`src/iosb_pkg.sv`:
```
// Constants and carrier types for the increment/or/shift/branch execution datapath
// How it works
// - Skip-increment writes accumulator or register, flags unchanged
// - Zero skip-increment result inserts one NOP cycle
// - Jump loads 11-bit immediate into PC 10:0
// - Jump fills PC 14:11 from latch 6:3
// - Jump takes two cycles, flags unchanged
// - OR literal into accumulator, update zero flag
// - Increment register to destination, update zero, no skip
// - OR accumulator with register to destination, update zero
// - Left shift: bit 7 to carry, 0 in
// - Shift result to destination, update carry and zero
// - PC high latch is seven bits wide
`default_nettype none

package iosb_pkg;

  // ----------------------------------------------------------------
  // Widths
  // ----------------------------------------------------------------
  localparam int DATA_W  = 8;
  localparam int ADDR_W  = 7;
  localparam int LIT_W   = 11;
  localparam int PC_W    = 15;
  localparam int LATCH_W = 7;

  // ----------------------------------------------------------------
  // Field positions
  // ----------------------------------------------------------------
  localparam int JMP_LO_MSB   = 10;
  localparam int LATCH_HI_MSB = 6;
  localparam int LATCH_HI_LSB = 3;

  // ----------------------------------------------------------------
  // Destination bit encoding and reset values
  // ----------------------------------------------------------------
  localparam logic       DEST_ACC   = 1'b0;
  localparam logic       DEST_REG   = 1'b1;
  localparam logic [7:0] ACC_RST    = 8'h00;
  localparam logic [6:0] LATCH_RST  = 7'h00;
  localparam logic       FLAG_RST   = 1'b0;

  // ----------------------------------------------------------------
  // Timing: extra cycles taken by two-cycle operations
  // ----------------------------------------------------------------
  localparam int EXTRA_CYCLES = 1;

  // ----------------------------------------------------------------
  // Types
  // ----------------------------------------------------------------
  typedef enum logic [2:0] {
    IOSB_OP_NONE,
    IOSB_OP_INCREMENT_SKIP_ZERO,
    IOSB_OP_JUMP_ABSOLUTE,
    IOSB_OP_OR_LITERAL_INTO_ACC,
    IOSB_OP_INCREMENT_REG,
    IOSB_OP_OR_ACC_WITH_REG,
    IOSB_OP_SHIFT_LEFT_LOGICAL_REG
  } iosb_op_t;

  typedef struct packed {
    iosb_op_t    op;
    logic [6:0]  reg_addr;
    logic        dest;
    logic [10:0] literal;
  } iosb_issue_t;

  typedef struct packed {
    logic       en;
    logic [6:0] addr;
    logic [7:0] data;
  } iosb_reg_wr_t;

  typedef struct packed {
    logic        load;
    logic [14:0] value;
  } iosb_pc_load_t;

endpackage : iosb_pkg

`default_nettype wire

```
`src/iosb_exec.sv`:
```
// Execution datapath for increment, OR, left shift and absolute jump
`timescale 1ns/100ps
`default_nettype none

module iosb_exec #(
  parameter int DATA_W  = iosb_pkg::DATA_W,
  parameter int ADDR_W  = iosb_pkg::ADDR_W,
  parameter int LIT_W   = iosb_pkg::LIT_W,
  parameter int PC_W    = iosb_pkg::PC_W,
  parameter int LATCH_W = iosb_pkg::LATCH_W
) (
  input  wire logic                   core_clk,
  input  wire logic                   arst_n,
  input  wire logic                   issue_valid,
  input  wire iosb_pkg::iosb_issue_t  issue,
  output logic                        issue_ready,
  output logic [6:0]                  reg_rd_addr,
  input  wire logic [7:0]             reg_rd_data,
  input  wire logic                   latch_wr_en,
  input  wire logic [6:0]             latch_wr_data,
  output logic [6:0]                  pc_high_latch,
  output iosb_pkg::iosb_reg_wr_t      reg_wr,
  output iosb_pkg::iosb_pc_load_t     pc_load,
  output logic                        nop_insert,
  output logic [7:0]                  acc,
  output logic                        zero_flag,
  output logic                        carry_flag
);

  // ----------------------------------------------------------------
  // Elaboration checks
  // ----------------------------------------------------------------
  if (DATA_W != 8 || ADDR_W != 7 || LIT_W != 11 || PC_W != 15 || LATCH_W != 7) begin : g_chk
    $error("iosb_exec: datapath widths are fixed by the instruction format");
  end

  // ----------------------------------------------------------------
  // Helpers
  // ----------------------------------------------------------------
  function automatic logic is_zero(input logic [7:0] v);
    is_zero = (v == 8'h00);
  endfunction : is_zero

  function automatic logic writes_reg(input iosb_pkg::iosb_op_t op);
    writes_reg = (op == iosb_pkg::IOSB_OP_INCREMENT_SKIP_ZERO)
              || (op == iosb_pkg::IOSB_OP_INCREMENT_REG)
              || (op == iosb_pkg::IOSB_OP_OR_ACC_WITH_REG)
              || (op == iosb_pkg::IOSB_OP_SHIFT_LEFT_LOGICAL_REG);
  endfunction : writes_reg

  // ----------------------------------------------------------------
  // Sequencer: one NOP cycle after a jump or a taken skip
  // ----------------------------------------------------------------
  typedef enum logic [0:0] {
    IOSB_ST_RUN,
    IOSB_ST_NOP
  } iosb_state_t;

  iosb_state_t state_q;
  iosb_state_t state_d;

  logic                    take;
  logic [7:0]              acc_q;
  logic                    zero_q;
  logic                    carry_q;
  logic [6:0]              latch_q;
  iosb_pkg::iosb_reg_wr_t  reg_wr_q;
  iosb_pkg::iosb_pc_load_t pc_load_q;
  logic                    nop_q;

  logic [7:0] operand;
  logic [7:0] inc_res;
  logic [7:0] or_lit_res;
  logic [7:0] or_reg_res;
  logic [7:0] shl_res;
  logic       shl_carry;
  logic [7:0] result;
  logic       skip_taken;
  logic       is_jump;

  assign issue_ready = (state_q == IOSB_ST_RUN);
  assign take        = issue_valid && issue_ready;
  assign reg_rd_addr = issue.reg_addr;

  // Forward a register write still in flight so back-to-back use sees it
  always_comb begin
    operand = reg_rd_data;
    if (reg_wr_q.en && reg_wr_q.addr == issue.reg_addr) begin
      operand = reg_wr_q.data;
    end
  end

  // ----------------------------------------------------------------
  // Arithmetic
  // ----------------------------------------------------------------
  assign inc_res    = 8'(operand + 8'h01);
  assign or_lit_res = acc_q | issue.literal[7:0];
  assign or_reg_res = acc_q | operand;
  assign shl_res    = {operand[6:0], 1'b0};
  assign shl_carry  = operand[7];

  assign is_jump    = (issue.op == iosb_pkg::IOSB_OP_JUMP_ABSOLUTE);
  assign skip_taken = (issue.op == iosb_pkg::IOSB_OP_INCREMENT_SKIP_ZERO)
                   && is_zero(inc_res);

  always_comb begin
    case (issue.op)
      iosb_pkg::IOSB_OP_INCREMENT_SKIP_ZERO:    result = inc_res;
      iosb_pkg::IOSB_OP_INCREMENT_REG:          result = inc_res;
      iosb_pkg::IOSB_OP_OR_LITERAL_INTO_ACC:    result = or_lit_res;
      iosb_pkg::IOSB_OP_OR_ACC_WITH_REG:        result = or_reg_res;
      iosb_pkg::IOSB_OP_SHIFT_LEFT_LOGICAL_REG: result = shl_res;
      default:                                  result = acc_q;
    endcase
  end

  // ----------------------------------------------------------------
  // Sequencer state
  // ----------------------------------------------------------------
  always_comb begin
    state_d = state_q;
    case (state_q)
      IOSB_ST_RUN: begin
        if (take && (is_jump || skip_taken)) begin
          state_d = IOSB_ST_NOP;
        end
      end
      IOSB_ST_NOP: state_d = IOSB_ST_RUN;
      default:     state_d = IOSB_ST_RUN;
    endcase
  end

  always_ff @(posedge core_clk or negedge arst_n) begin
    if (!arst_n) begin
      state_q <= IOSB_ST_RUN;
    end else begin
      state_q <= state_d;
    end
  end

  // Marks the inserted NOP cycle; fetch discards its prefetched word
  always_ff @(posedge core_clk or negedge arst_n) begin
    if (!arst_n) begin
      nop_q <= 1'b0;
    end else begin
      nop_q <= take && (is_jump || skip_taken);
    end
  end

  // ----------------------------------------------------------------
  // Working accumulator
  // ----------------------------------------------------------------
  always_ff @(posedge core_clk or negedge arst_n) begin
    if (!arst_n) begin
      acc_q <= iosb_pkg::ACC_RST;
    end else if (take) begin
      if (issue.op == iosb_pkg::IOSB_OP_OR_LITERAL_INTO_ACC) begin
        acc_q <= result;
      end else if (writes_reg(issue.op) && issue.dest == iosb_pkg::DEST_ACC) begin
        acc_q <= result;
      end
    end
  end

  // ----------------------------------------------------------------
  // Register file write-back
  // ----------------------------------------------------------------
  always_ff @(posedge core_clk or negedge arst_n) begin
    if (!arst_n) begin
      reg_wr_q <= '0;
    end else begin
      reg_wr_q.en   <= take && writes_reg(issue.op)
                    && issue.dest == iosb_pkg::DEST_REG;
      reg_wr_q.addr <= issue.reg_addr;
      reg_wr_q.data <= result;
    end
  end

  // ----------------------------------------------------------------
  // Status flags
  // ----------------------------------------------------------------
  always_ff @(posedge core_clk or negedge arst_n) begin
    if (!arst_n) begin
      zero_q <= iosb_pkg::FLAG_RST;
    end else if (take) begin
      case (issue.op)
        iosb_pkg::IOSB_OP_INCREMENT_REG,
        iosb_pkg::IOSB_OP_OR_LITERAL_INTO_ACC,
        iosb_pkg::IOSB_OP_OR_ACC_WITH_REG,
        iosb_pkg::IOSB_OP_SHIFT_LEFT_LOGICAL_REG: begin
          zero_q <= is_zero(result);
        end
        default: zero_q <= zero_q;
      endcase
    end
  end

  always_ff @(posedge core_clk or negedge arst_n) begin
    if (!arst_n) begin
      carry_q <= iosb_pkg::FLAG_RST;
    end else if (take && issue.op == iosb_pkg::IOSB_OP_SHIFT_LEFT_LOGICAL_REG) begin
      carry_q <= shl_carry;
    end
  end

  // ----------------------------------------------------------------
  // Program counter high latch and jump target
  // ----------------------------------------------------------------
  always_ff @(posedge core_clk or negedge arst_n) begin
    if (!arst_n) begin
      latch_q <= iosb_pkg::LATCH_RST;
    end else if (latch_wr_en) begin
      latch_q <= latch_wr_data;
    end
  end

  always_ff @(posedge core_clk or negedge arst_n) begin
    if (!arst_n) begin
      pc_load_q <= '0;
    end else begin
      pc_load_q.load  <= take && is_jump;
      pc_load_q.value <= {latch_q[iosb_pkg::LATCH_HI_MSB:iosb_pkg::LATCH_HI_LSB],
                          issue.literal[iosb_pkg::JMP_LO_MSB:0]};
    end
  end

  // ----------------------------------------------------------------
  // Outputs
  // ----------------------------------------------------------------
  assign acc           = acc_q;
  assign zero_flag     = zero_q;
  assign carry_flag    = carry_q;
  assign pc_high_latch = latch_q;
  assign reg_wr        = reg_wr_q;
  assign pc_load       = pc_load_q;
  assign nop_insert    = nop_q;

endmodule : iosb_exec

`default_nettype wire

```
`config.mk`:
```
export PLATFORM = sky130hd
export DESIGN_NAME = iosb_exec
export DESIGN_NICKNAME = d
export VERILOG_FILES = /design/src/iosb_pkg.sv /design/src/iosb_exec.sv
export SDC_FILE = /design/constraint.sdc
export NUM_CORES = 1
export LEC_CHECK = 0
export BUFFER_PORTS_ARGS = -buffer_cell sky130_fd_sc_hd__buf_2
export CORE_MARGIN = 2
export CORE_UTILIZATION = 50
export DETAILED_ROUTE_END_ITERATION = 16
export MAX_ROUTING_LAYER = met4
export PLACE_DENSITY = 0.79
export SYNTH_ARGS = -nofsm -noshare
export SYNTH_HDL_FRONTEND = slang
export SYNTH_SLANG_ARGS = --single-unit
```
`constraint.sdc`:
```
create_clock -name core_clk -period 10.1 [get_ports core_clk]
set_input_delay 2.02 -clock core_clk [delete_from_list [all_inputs] [get_ports core_clk]]
set_output_delay 2.02 -clock core_clk [all_outputs]
set_load 0.05 [all_outputs]
```
==> impl_metrics.prom <==
# TYPE chip_impl_metric gauge
chip_impl_info{name="post-synth-top-area-cell",value="sky130_fd_sc_hd__dfrtp_1"} 1
chip_impl_metric{name="start_util",unit=""} 0.5271
chip_impl_metric{name="crit_required",unit="ns"} 10.32
chip_impl_metric{name="clock_sink_count",unit=""} 51
chip_impl_metric{name="max-slew-margin-rel",unit=""} 0.2732
chip_impl_metric{name="ff2ff_setup_slack",unit="ns"} 6.37
chip_impl_metric{name="p_per_area",unit="nW/um2"} 193.5
chip_impl_metric{name="syn-num-nets",unit=""} 314
chip_impl_metric{name="p_sw_frac",unit=""} 0.4245
chip_impl_info{name="timing.hold.worst.class",value="reg2reg"} 1
chip_impl_metric{name="area_grow_syn2layout",unit="%"} 22.26
chip_impl_info{name="kind_of_start_point_of_the_critical_path",value="input pin"} 1
chip_impl_metric{name="final_core_util",unit=""} 0.6444
chip_impl_metric{name="final_net_count",unit=""} 401
chip_impl_info{name="criticalPathCategory",value="in2reg"} 1
chip_impl_metric{name="number_of_cells_after_detailed_placement",unit=""} 422
chip_impl_info{name="min-delay-start",value="pc_high_latch[5]"} 1
chip_impl_info{name="rsz0062_at_grt",value="no"} 1
chip_impl_info{name="final_cell_mix",value="98 x sky130_fd_sc_hd__buf_2, 51 x sky130_fd_sc_hd__dfrtp_1, 28 x sky130_fd_sc_hd__nand2_1"} 1
chip_impl_metric{name="r2r.worst_path.cells",unit=""} 14
chip_impl_metric{name="wire_per_inst",unit="um"} 15.83
chip_impl_metric{name="drive_gt1_frac",unit=""} 0.3583
chip_impl_metric{name="leakage_power",unit="nW"} 1.521
chip_impl_metric{name="cts_inserted_buffers",unit=""} 5
chip_impl_metric{name="max_freq",unit="MHz"} 193.6
chip_impl_metric{name="port_buffers",unit=""} 98
chip_impl_metric{name="fin_crit_sh",unit=""} 0.5114
chip_impl_metric{name="postSynthRegisterBits",unit=""} 51
chip_impl_metric{name="chipHeight",unit="um"} 77.84
chip_impl_metric{name="setup_viol",unit=""} 0
chip_impl_metric{name="synth-edff-count",unit=""} 0
chip_impl_metric{name="synthesis.instances",unit=""} 272
chip_impl_info{name="ctsRootBufferMaster",value="sky130_fd_sc_hd__clkbuf_8"} 1
chip_impl_metric{name="post_cts.repair.setup_buffers",unit=""} 0
chip_impl_info{name="final_common_cell",value="sky130_fd_sc_hd__buf_2"} 1
chip_impl_metric{name="post_drt_via_cell_ratio",unit=""} 5.616
chip_impl_info{name="outcome",value="finished clean"} 1
chip_impl_metric{name="p_seq_frac",unit=""} 0.407
chip_impl_metric{name="nFillCells",unit=""} 448
chip_impl_metric{name="grt_first_pass_wirelength",unit="um"} 10870
chip_impl_info{name="yosys_most_used_dff",value="sky130_fd_sc_hd__dfrtp_1"} 1
chip_impl_metric{name="layout.area.seq",unit="um2"} 1276
chip_impl_metric{name="final.hold.worst_slack",unit="ns"} 0.4047
chip_impl_metric{name="design.portCount",unit=""} 99
chip_impl_metric{name="internal_power",unit="mW"} 0.3711
chip_impl_metric{name="whs_path_depth",unit=""} 0
chip_impl_metric{name="yosys_warnings",unit=""} 0
chip_impl_metric{name="first_iter_violations",unit=""} 231
chip_impl_metric{name="rows",unit=""} 26
chip_impl_metric{name="power_switching",unit="mW"} 0.2738
chip_impl_metric{name="diodes",unit=""} 0
chip_impl_metric{name="slew_viol_final",unit=""} 0
chip_impl_info{name="regToRegEndpoint",value="zero_flag"} 1
chip_impl_metric{name="wl",unit="um"} 6808
chip_impl_metric{name="core_area",unit="um2"} 5172
chip_impl_metric{name="area_taken_by_multi_input_logic_gates",unit="um2"} 1315
chip_impl_metric{name="period_minus_slack",unit="ns"} 5.165
chip_impl_metric{name="post_synth.cell_area_avg",unit="um2"} 10.02
chip_impl_metric{name="drt-pass1-iter-count",unit=""} 4
chip_impl_metric{name="grtUsageTotal",unit=""} 0.2352
chip_impl_metric{name="post_cts.resized_instances",unit=""} 0
chip_impl_metric{name="cts_hold_fix_bufs",unit=""} 0
chip_impl_metric{name="grt_max_degree",unit=""} 52
chip_impl_metric{name="grt_antenna_before_repair",unit=""} 0
chip_impl_metric{name="hpwl",unit="um"} 5176
chip_impl_metric{name="number_of_global_route_vias_before_repair",unit=""} 2255
chip_impl_metric{name="worst_clock_skew",unit="ns"} 0.005669
chip_impl_metric{name="timing.critical_path.arrival",unit="ns"} 5.38
chip_impl_metric{name="synth_top_area_frac",unit=""} 0.4681
chip_impl_metric{name="ant_nets",unit=""} 0
chip_impl_metric{name="synth.yosys.seq_area_share",unit=""} 0.4681
chip_impl_info{name="cts_tree",value="done"} 1
chip_impl_metric{name="totalNegativeSetupSlack",unit="ns"} 0
chip_impl_metric{name="peakVddDrop",unit="mV"} 0.1352
chip_impl_metric{name="largest_fanout_on_the_critical_path",unit=""} 26
chip_impl_info{name="regToRegStartpoint",value="reg_wr[9]"} 1
chip_impl_metric{name="clock_insertion_delay_worst_skew",unit="ns"} 0.31
chip_impl_metric{name="dieArea",unit="um2"} 6059
chip_impl_metric{name="final-instance-count-excl-fill",unit=""} 430
chip_impl_metric{name="gpl.final_weighted_congestion",unit=""} 0.9139
chip_impl_metric{name="combinationalPowerShare",unit=""} 0.368
chip_impl_metric{name="netlist-cell-type-count",unit=""} 50
chip_impl_metric{name="post-place-ws",unit="ns"} 4.650
chip_impl_metric{name="worst_pin_slew",unit="ns"} 1.090
chip_impl_metric{name="async_flop_share",unit=""} 1.000
chip_impl_metric{name="grt_remaining_overflow",unit=""} 0
chip_impl_metric{name="vias",unit=""} 2415
chip_impl_metric{name="max_cap_viol_count",unit=""} 0
chip_impl_metric{name="die_w",unit="um"} 77.84
chip_impl_metric{name="cts.path.max_buffers",unit=""} 2
chip_impl_metric{name="clock_tree.htree_level_count",unit=""} 2
chip_impl_metric{name="pwr-share-clk",unit=""} 0.225
chip_impl_metric{name="post_synthesis_cell_area",unit="um2"} 2726
chip_impl_metric{name="cts.clk_slew.worst_paths",unit="ns"} 0.09
chip_impl_info{name="cp-end-kind",value="flop"} 1
chip_impl_metric{name="final_hold_viol_count",unit=""} 0
chip_impl_metric{name="finalWorstSetupSlack",unit="ns"} 4.935
chip_impl_info{name="synth.area.top_cells",value="sky130_fd_sc_hd__dfrtp_1 47%, sky130_fd_sc_hd__mux2_2 7.0%, sky130_fd_sc_hd__mux2i_1 5.1%"} 1
chip_impl_info{name="timing.hold.worst_endpoint",value="pc_load[13]"} 1
chip_impl_metric{name="drcViolationCount",unit=""} 0
==> worst max-delay path, stage by stage <==
cell,delay [ns]
sky130_fd_sc_hd__buf_2,0.12
sky130_fd_sc_hd__xnor2_1,0.15
sky130_fd_sc_hd__nand2_1,0.12
sky130_fd_sc_hd__nor4_4,0.28
sky130_fd_sc_hd__buf_4,0.35
sky130_fd_sc_hd__mux2i_1,0.37
sky130_fd_sc_hd__inv_1,0.08
sky130_fd_sc_hd__ha_1,0.32
sky130_fd_sc_hd__nand3_1,0.17
sky130_fd_sc_hd__xor2_1,0.16
sky130_fd_sc_hd__mux2i_1,0.11
sky130_fd_sc_hd__mux2i_1,0.19
sky130_fd_sc_hd__o221ai_2,0.14
sky130_fd_sc_hd__or4_1,0.54
sky130_fd_sc_hd__o31ai_1,0.24
==> kinds of logic (layout without fill, tap and decap cells) <==
kind of cell,count (synthesis),after routing,synth area share
AO/OA/AOI/OAI,57,57,0.1496
XOR/XNOR,17,17,0.05461
multiplexers,31,31,0.1216
adder cells (fa/ha/maj),1,1,0.004589
flip-flops,51,51,0.4681
AND/OR/NAND/NOR,85,85,0.1496
buffers and inverters,30,118,0.05186
==> final cells by class <==
| type | instances | share of cell area |
|---|---|---|
| multi-input cells | 191 | 0.3945 |
| well taps | 70 | 0.02628 |
| flip-flops and latches | 51 | 0.3829 |
| clock inverters | 2 | 0.01164 |
| clock buffers | 6 | 0.02177 |
| inverters | 10 | 0.01126 |
| repair buffers | 100 | 0.1517 |
==> power by group through the flow <==
stage,combinational (mW),clock (mW),sequential (mW)
after floorplan,0.0766,0,0.361
after global placement,0.236,0,0.265
after detailed placement,0.238,0,0.266
after CTS,0.238,0.147,0.262
after global routing,0.252,0.157,0.266
final,0.238,0.145,0.262
==> worst max-delay path by stage <==
stage / cells past startpoint / endpoint / slack [ns] / from
detailed placement: 15 / zero_flag / 4.65 / issue[13]
finish: 15 / zero_flag / 4.93 / issue[13]
floorplan: 13 / zero_flag / 5.09 / issue[13]
CTS: 15 / zero_flag / 4.94 / issue[13]
global placement: 15 / zero_flag / 4.84 / issue[13]
global route: 15 / zero_flag / 4.69 / issue[16]
==> cell usage after synthesis, types with 2 or more instances <==
library cell / count
sky130_fd_sc_hd__a21oi_1: 17
sky130_fd_sc_hd__and3_1: 4
sky130_fd_sc_hd__mux2_2: 17
sky130_fd_sc_hd__xnor2_1: 12
sky130_fd_sc_hd__o2111a_1: 3
sky130_fd_sc_hd__o211ai_1: 3
sky130_fd_sc_hd__nand4_1: 2
sky130_fd_sc_hd__a22oi_1: 3
sky130_fd_sc_hd__or3_1: 4
sky130_fd_sc_hd__buf_4: 7
sky130_fd_sc_hd__o2111ai_1: 2
sky130_fd_sc_hd__dfrtp_1: 51
sky130_fd_sc_hd__o21ai_0: 4
sky130_fd_sc_hd__nor2_1: 21
sky130_fd_sc_hd__a211oi_1: 5
sky130_fd_sc_hd__nand3_1: 12
sky130_fd_sc_hd__xor2_1: 5
sky130_fd_sc_hd__clkbuf_1: 11
sky130_fd_sc_hd__or4_1: 2
sky130_fd_sc_hd__o21bai_1: 2
sky130_fd_sc_hd__nand2_1: 28
sky130_fd_sc_hd__o31ai_1: 2
sky130_fd_sc_hd__nor3_1: 4
sky130_fd_sc_hd__a221oi_1: 2
sky130_fd_sc_hd__buf_2: 2
sky130_fd_sc_hd__inv_1: 9
sky130_fd_sc_hd__a31oi_1: 2
sky130_fd_sc_hd__mux2i_1: 14
==> metal layers <==
metal / track usage / vias to the layer above / share of wire
met4: 0.06964 / 0 / 0.017
li1: - / 1145 / -
met3: 0.03488 / 11 / 0.070
met5: - / - / 0
met1: 0.2993 / 1159 / 0.41
met2: 0.3905 / 100 / 0.50
==> sequential cells by signal, summed over array words and instances (netlist names) <==
| register | cells |
|---|---|
| nop_insert | 1 |
| acc | 8 |
| state_q | 1 |
| carry_flag | 1 |
| zero_flag | 1 |
| pc_load | 16 |
| reg_wr | 16 |
| pc_high_latch | 7 |
==> metrics by stage <==
step           area, um2  total power, mW
6_report            3333           0.6449
5_1_grt             3333           0.6750
4_1_cts             3333           0.6472
3_5_place_dp        3222           0.5039
3_3_place_gp        3222           0.5011
2_1_floorplan       2726           0.4378
No activity file was read; power rests on OpenSTA's default activity.
